[config.mk]
export PLATFORM = sky130hd
export DESIGN_NAME = safe_stop_monitor
export DESIGN_NICKNAME = d
export VERILOG_FILES = /design/src/rtl/safe_stop_pkg.sv /design/src/rtl/stop_input_sync.sv /design/src/rtl/safe_stop_monitor.sv
export VERILOG_INCLUDE_DIRS = /design/src /design/src/rtl
export SDC_FILE = /design/constraint.sdc
export NUM_CORES = 1
export LEC_CHECK = 0
export CAP_MARGIN = 20
export CELL_PAD_IN_SITES_DETAIL_PLACEMENT = 0
export CELL_PAD_IN_SITES_GLOBAL_PLACEMENT = 2
export CORE_MARGIN = 5
export CORE_UTILIZATION = 40
export CTS_BUF_LIST = sky130_fd_sc_hd__clkbuf_4 sky130_fd_sc_hd__clkbuf_8
export CTS_CLUSTER_DIAMETER = 30
export CTS_CLUSTER_SIZE = 28
export DETAILED_ROUTE_END_ITERATION = 16
export DONT_BUFFER_PORTS = 1
export GPL_TIMING_DRIVEN = 0
export PLACE_DENSITY_LB_ADDON = 0.1
export SKIP_LAST_GASP = 1
export SYNTH_ARGS = -nofsm -noshare
export SYNTH_HDL_FRONTEND = slang
export SYNTH_HIERARCHICAL = 1
export SYNTH_SLANG_ARGS = --single-unit
[constraint.sdc]
create_clock -name core_clk -period 1.4 [get_ports core_clk]
set_clock_uncertainty 0.2 [all_clocks]
set_input_delay 0.42 -clock core_clk [delete_from_list [all_inputs] [get_ports core_clk]]
set_output_delay 0.42 -clock core_clk [all_outputs]
set_load 0.1 [all_outputs]
[src/rtl/safe_stop_map.svh]
/*
  Constants for the safe stop monitor: timing figures and reset values.
  Assumes inclusion by bare name from the package and design files.
*/
`ifndef SAFE_STOP_MAP_SVH
`define SAFE_STOP_MAP_SVH

// Core clock rate in kHz
`define CORE_CLK_KHZ        20000
// Longest response time in ms
`define MAX_RESPONSE_MS     8
// Longest response in cycles, exact product of ms and kHz
`define MAX_RESPONSE_CYCLES (`MAX_RESPONSE_MS * `CORE_CLK_KHZ)
// Input agreement filter in cycles, well inside the response bound
`define FILTER_CYCLES       16
// Synchroniser depth
`define SYNC_STAGES         3
// Start-up hold in cycles, one past the synchroniser depth
`define STARTUP_CYCLES      (`SYNC_STAGES + 1)
// Reset values
`define RST_POWER_CUT       1'b1
`define RST_MONITOR         1'b0
`define RST_FAULT           1'b0
`define RST_STOP_LEVEL      1'b0

`endif

[src/rtl/safe_stop_pkg.sv]
/*
  Types for the safe stop monitor.
  Assumes the map header sits beside it in rtl/.
*/
`include "safe_stop_map.svh"

package safe_stop_pkg;

  typedef enum logic [1:0] {
    ST_CUT,
    ST_RUN,
    ST_FAULT
  } stop_state_t;

  typedef struct packed {
    logic chan_a;
    logic chan_b;
  } stop_pair_t;

endpackage : safe_stop_pkg

[src/rtl/stop_input_sync.sv]
/*
  Pin synchroniser for one stop channel with agreement of the last two stages.
  Assumes an asynchronous pin input and an active-low asynchronous reset.
*/
`timescale 1ns/1ps
`default_nettype none
`include "safe_stop_map.svh"

module stop_input_sync #(
  parameter int STAGES = `SYNC_STAGES
) (
  // Clock and reset
  input  wire logic core_clk,
  input  wire logic rst_n,
  // Pin and result
  input  wire logic pin_in,
  output var  logic level_out
);

  logic [STAGES-1:0] sync_reg;
  logic [STAGES-1:0] sync_next;
  logic              level_reg;
  logic              level_next;

  // Released is the safe value at reset
  always_comb begin
    sync_next  = {sync_reg[STAGES-2:0], pin_in};
    level_next = level_reg;
    if (sync_reg[STAGES-1] == sync_reg[STAGES-2]) begin
      level_next = sync_reg[STAGES-1];
    end
  end

  always_ff @(posedge core_clk or negedge rst_n) begin
    if (!rst_n) begin
      sync_reg  <= {STAGES{`RST_STOP_LEVEL}};
      level_reg <= `RST_STOP_LEVEL;
    end else begin
      sync_reg  <= sync_next;
      level_reg <= level_next;
    end
  end

  assign level_out = level_reg;

endmodule : stop_input_sync

`default_nettype wire

[src/rtl/safe_stop_monitor.sv]
/*
  Hard-wired safety stop logic: two redundant stop inputs drive the power cut
  and the external monitor output. Every output comes straight from a
  flip-flop, and the monitor stays off until the synchronisers have filled
  after reset.
  Assumes pins high while current flows (asserted), low when released, and a
  20 MHz core clock with active-low asynchronous reset.
*/
// Summary of operation
// - Either stop input released puts the drive into power cut.
// - Power runs only while the stop inputs carry current.
// - Power cut is complete within 8 ms after both inputs release.
// - Monitor on when both inputs released and power cut is in effect.
// - Monitor off whenever either channel is not working as required.
// - Monitor follows any input change within 8 ms.
`timescale 1ns/1ps
`default_nettype none
`include "safe_stop_map.svh"

module safe_stop_monitor
  import safe_stop_pkg::*;
#(
  parameter int FILTER = `FILTER_CYCLES,
  parameter int MAX_RESPONSE = `MAX_RESPONSE_CYCLES
) (
  // Clock and reset
  input  wire logic core_clk,
  input  wire logic rst_n,
  // Stop inputs, high while current flows
  input  wire logic safe_stop_input_a,
  input  wire logic safe_stop_input_b,
  // Power stage control, high cuts motor power
  output var  logic hardwired_power_cut,
  // External device monitor
  output var  logic stop_state_monitor_out,
  // Channel disagreement held past the allowed time
  output var  logic channel_fault
);

  // Counter widths and channel count
  localparam int CNT_W        = $clog2(MAX_RESPONSE + 1);
  localparam int CHANNELS     = 2;
  localparam int START_CYCLES = `STARTUP_CYCLES;
  localparam int START_W      = $clog2(START_CYCLES + 1);

  // Pin and synchronised channel pairs
  stop_pair_t               pin_pair;
  stop_pair_t               sync_pair;
  wire logic [CHANNELS-1:0] sync_bits;
  // Disagreement timer
  logic [CNT_W-1:0]         mismatch_reg;
  logic [CNT_W-1:0]         mismatch_next;
  // Start-up hold
  logic [START_W-1:0]       start_reg;
  logic [START_W-1:0]       start_next;
  logic                     ready;
  // Channel state
  stop_state_t              state_reg;
  stop_state_t              state_next;
  // Registered outputs
  logic                     fault_reg;
  logic                     fault_next;
  logic                     cut_reg;
  logic                     cut_next;
  logic                     mon_reg;
  logic                     mon_next;

  // Both channels carrying current
  function automatic logic pair_closed(input stop_pair_t pair);
    return pair.chan_a && pair.chan_b;
  endfunction : pair_closed

  // Both channels released
  function automatic logic pair_open(input stop_pair_t pair);
    return !pair.chan_a && !pair.chan_b;
  endfunction : pair_open

  // Channels disagree
  function automatic logic pair_split(input stop_pair_t pair);
    return pair.chan_a != pair.chan_b;
  endfunction : pair_split

  assign pin_pair.chan_a = safe_stop_input_a;
  assign pin_pair.chan_b = safe_stop_input_b;

  // One synchroniser per channel
  for (genvar ch = 0; ch < CHANNELS; ch++) begin : g_sync
    stop_input_sync #(
      .STAGES(`SYNC_STAGES)
    ) u_sync (
      .core_clk (core_clk),
      .rst_n    (rst_n),
      .pin_in   (pin_pair[ch]),
      .level_out(sync_bits[ch])
    );
  end

  assign sync_pair = stop_pair_t'(sync_bits);

  // Start-up hold: the synchronisers show released until the pins arrive
  always_comb begin
    start_next = start_reg;
    if (!ready) begin
      start_next = start_reg + START_W'(1);
    end
  end

  always_ff @(posedge core_clk or negedge rst_n) begin
    if (!rst_n) begin
      start_reg <= '0;
    end else begin
      start_reg <= start_next;
    end
  end

  assign ready = (start_reg == START_W'(START_CYCLES));

  // Disagreement timer: a single released channel still cuts power at once,
  // but a lasting split is flagged so the monitor stays off.
  always_comb begin
    mismatch_next = '0;
    if (pair_split(sync_pair)) begin
      mismatch_next = mismatch_reg;
      if (mismatch_reg < CNT_W'(FILTER)) begin
        mismatch_next = mismatch_reg + CNT_W'(1);
      end
    end
  end

  always_ff @(posedge core_clk or negedge rst_n) begin
    if (!rst_n) begin
      mismatch_reg <= '0;
    end else begin
      mismatch_reg <= mismatch_next;
    end
  end

  // Channel state: any release cuts power, a lasting split is a fault
  always_comb begin
    state_next = state_reg;
    case (state_reg)
      ST_CUT: begin
        if (pair_closed(sync_pair)) begin
          state_next = ST_RUN;
        end else if (mismatch_reg >= CNT_W'(FILTER)) begin
          state_next = ST_FAULT;
        end
      end
      ST_RUN: begin
        if (!pair_closed(sync_pair)) begin
          state_next = ST_CUT;
        end
      end
      ST_FAULT: begin
        // Leave only once both channels agree again
        if (!pair_split(sync_pair)) begin
          state_next = ST_CUT;
        end
      end
      default: begin
        state_next = ST_CUT;
      end
    endcase
  end

  always_ff @(posedge core_clk or negedge rst_n) begin
    if (!rst_n) begin
      state_reg <= ST_CUT;
    end else begin
      state_reg <= state_next;
    end
  end

  // Fault flag follows the next state
  always_comb begin
    fault_next = (state_next == ST_FAULT);
  end

  always_ff @(posedge core_clk or negedge rst_n) begin
    if (!rst_n) begin
      fault_reg <= `RST_FAULT;
    end else begin
      fault_reg <= fault_next;
    end
  end

  // Power cut everywhere but in run
  always_comb begin
    cut_next = (state_next != ST_RUN);
  end

  always_ff @(posedge core_clk or negedge rst_n) begin
    if (!rst_n) begin
      cut_reg <= `RST_POWER_CUT;
    end else begin
      cut_reg <= cut_next;
    end
  end

  // Monitor on only in plain cut with both channels released
  always_comb begin
    // Held off until the pins have reached the last stage
    mon_next = ready && cut_next
               && (state_next == ST_CUT)
               && pair_open(sync_pair);
  end

  always_ff @(posedge core_clk or negedge rst_n) begin
    if (!rst_n) begin
      mon_reg <= `RST_MONITOR;
    end else begin
      mon_reg <= mon_next;
    end
  end

  // Outputs straight from their flip-flops
  assign hardwired_power_cut    = cut_reg;
  assign stop_state_monitor_out = mon_reg;
  assign channel_fault          = fault_reg;

endmodule : safe_stop_monitor

`default_nettype wire

==> results.cfg <==
[power_and_ir_drop]
power.leakage_nw = 0.805
p_per_area_nw_per_um2 = 1280
ir_drop_uv = 607

[drt]
drc_errors = 0
viasPerCell = 4.59
wl_per_cell_um = 13.5
vias = 753
drt_iter0_drc = 25
wirelength_um = 2210
postRouteAntennaNets = 0
dr.pass1.iters = 4

[min_path]
hold_path.startpoint = g_sync[0].u_sync/sync_reg[0]
min_path_cells = 0
min-delay-path-class = reg -> reg

[sta]
whs_ns = 0.162
setup_slack_ns = -0.355
period_share_pct = 125
finalCriticalPeriod_ns = 1.75
worst_slew_pin_slew_ns = 0.294
fmax_mhz = 570
rsz0062_at_grt = yes
relSlewSlack_pct = 80.5
final_max_slew_viol_count = 0
setup-violations-final = 11
hold_viol = 0

[critical_path]
cp.depth = 0
cp_max_fo = 1
path_class = reg -> out
cp.arrival_ns = 1.13
r2r_cells = 5
crit_path_start = hardwired_power_cut
critPathCaptureType = primary output
required_ns = 0.78
critPathLaunchType = flip-flop
r2r_start = mismatch_reg[10]

[global_routing]
grt_start_max_net_pins = 35
overflow = 0
grt_pass1_wl_um = 3880
grt_usage_pct = 12.1
antenna_found_initial = 0
first_global_vias = 862

[run_status]
status = finished with violations
violations = negative setup slack

[placement]
io_buffers = 0
hpwl_um = 1280
place.gp.congestion = 0.680
pre_cts_slack_ns = -0.260

[final_layout]
largest_register_ffs = 18
drive_gt1_share_pct = 39.2
diodes = 0
syn_to_final_growth_pct = 27.8
nets = 129

[synthesis]
syn_avg_cell_area_um2 = 12.7
synth_warnings = 6
synth.area.top_cells = dfrtp_1 64%, and2_1 6.3%, ha_1 5.8%, mux2i_1 2.3%, inv_1 2.3%
synth_top_area_share_pct = 63.5
synth_seq_area_share_pct = 65.5
async_flop_share_pct = 100
ys_seq_elements = 34
synthAdderAreaFrac_pct = 7.51
syn_nets = 112
synthMuxAreaShare_pct = 2.31
synth_area_um2 = 1300
postSynthCellCount = 102
synthSimpleGateAreaFrac_pct = 16.9
synth_edf_count = 0
synth_xor_area_share_pct = 1.35
synth_most_common_cell = dfrtp_1
synth_commonest_cells = 33 x dfrtp_1, 13 x and2_1, 8 x inv_1
synthFlopType = dfrtp_1
synth_top_family_by_area = simple AND/OR/NAND/NOR gates
synth.largest_area_cell = dfrtp_1
synth_cell_type_count = 21
synth_compound_area_share_pct = 2.60

[clocking]
cts.sinks = 34
cts_root_buf = clkbuf_4
cts_tree = built
clk_pin_slew_ns = 0.10
cts_buffer_depth = 2
cts_max_level = 2
cts_buffers = 5
clk_latency_ns = 0.34

[die]
rows = 20
io_pins = 7
start_util_pct = 42.2
die_h_um = 67.0
dieWidth_um = 67.0
die_area_um2 = 4490
fp.coreArea_um2 = 3080

[flow_run]
cap_violations = 0
-- per-layer routing --
layer	GRT usage (%)	share of wire, %	up-vias
met2	19.4	48	14
met5	0	0	-
met4	6.84	2.7	0
met3	4.05	3.5	7
li1	-	-	362
met1	14.2	46	370
-- cells by family (layout without fill, tap and decap cells) --
family	count (synthesis)	in the layout
AND/OR/NAND/NOR	38	38
flip-flops	34	34
adder cells (fa/ha/maj)	8	8
AO/OA/AOI/OAI	6	6
buffers and inverters	11	29
XOR/XNOR	2	2
multiplexers	3	3
-- per-stage QoR --
step           area [um2]  TNS, ns  utilization [%]  power, mW  instances
4_1_cts              1630    -2.33             52.8       2.15        164
6_report             1660    -2.16             54.0       2.14        164
3_5_place_dp         1380    -2.63             44.9       1.32        146
5_1_grt              1660    -3.09             54.0       2.24        164
2_1_floorplan        1330   -0.171                -       1.28        102
3_3_place_gp         1380    -2.36             44.9       1.31        146
-- path summary, 6_finish.rpt --
check,endpoint,slack (ns)
max,hardwired_power_cut,-0.35
min,g_sync[0].u_sync/sync_reg[1],0.16
max reg2reg,mismatch_reg[1],-0.23
min reg2reg,g_sync[0].u_sync/sync_reg[1],0.16
max in group asynchronous,hardwired_power_cut,0.45
min in group asynchronous,channel_fault,0.31
-- repair_timing --
action                     4_1_cts  5_1_grt
setup endpoints to repair       21       22
pin swaps                        6        4
resized for setup               18       12
buffers inserted                 4        0
hold endpoints to repair        36        0
gates cloned                     2        0
hold buffers                     4        0
-- layout make-up --
class / count / area, um2
Buffer: 3 / 41.3
Clock buffer: 5 / 37.5
Clock inverter: 3 / 40.0
Fill cell: 267 / 1420
Inverter: 8 / 30.0
Multi-Input combinational cell: 57 / 488
Sequential cell: 34 / 863
Tap cell: 44 / 55.1
Timing Repair Buffer: 10 / 106
-- where the power goes --
part | internal, mW | leakage (nW) | switching, mW | total [mW]
combinational | 0.157 | 0.320 | 0.133 | 0.290
sequential | 1.04 | 0.440 | 0.106 | 1.14
clock | 0.370 | 0.0450 | 0.331 | 0.700
total | 1.56 | 0.805 | 0.571 | 2.14
-- cell usage in the layout (no fill, tap or decap), types with 2 or more instances in the layout --
| cell | instances |
|---|---|
| maj3_2 | 2 |
| buf_4 | 3 |
| nor2_1 | 7 |
| dfrtp_4 | 2 |
| dlygate4sd3_1 | 3 |
| inv_2 | 2 |
| and2_1 | 2 |
| nand2b_1 | 4 |
| buf_8 | 3 |
| a21oi_1 | 2 |
| nor4_2 | 3 |
| nand2_1 | 6 |
| clkbuf_4 | 6 |
| and2_4 | 11 |
| ha_1 | 5 |
| inv_1 | 6 |
| dfrtp_1 | 31 |
| clkinv_2 | 2 |
| mux2i_1 | 3 |
| a21oi_2 | 2 |
| buf_6 | 2 |
Power figures use the tool's default switching activity.
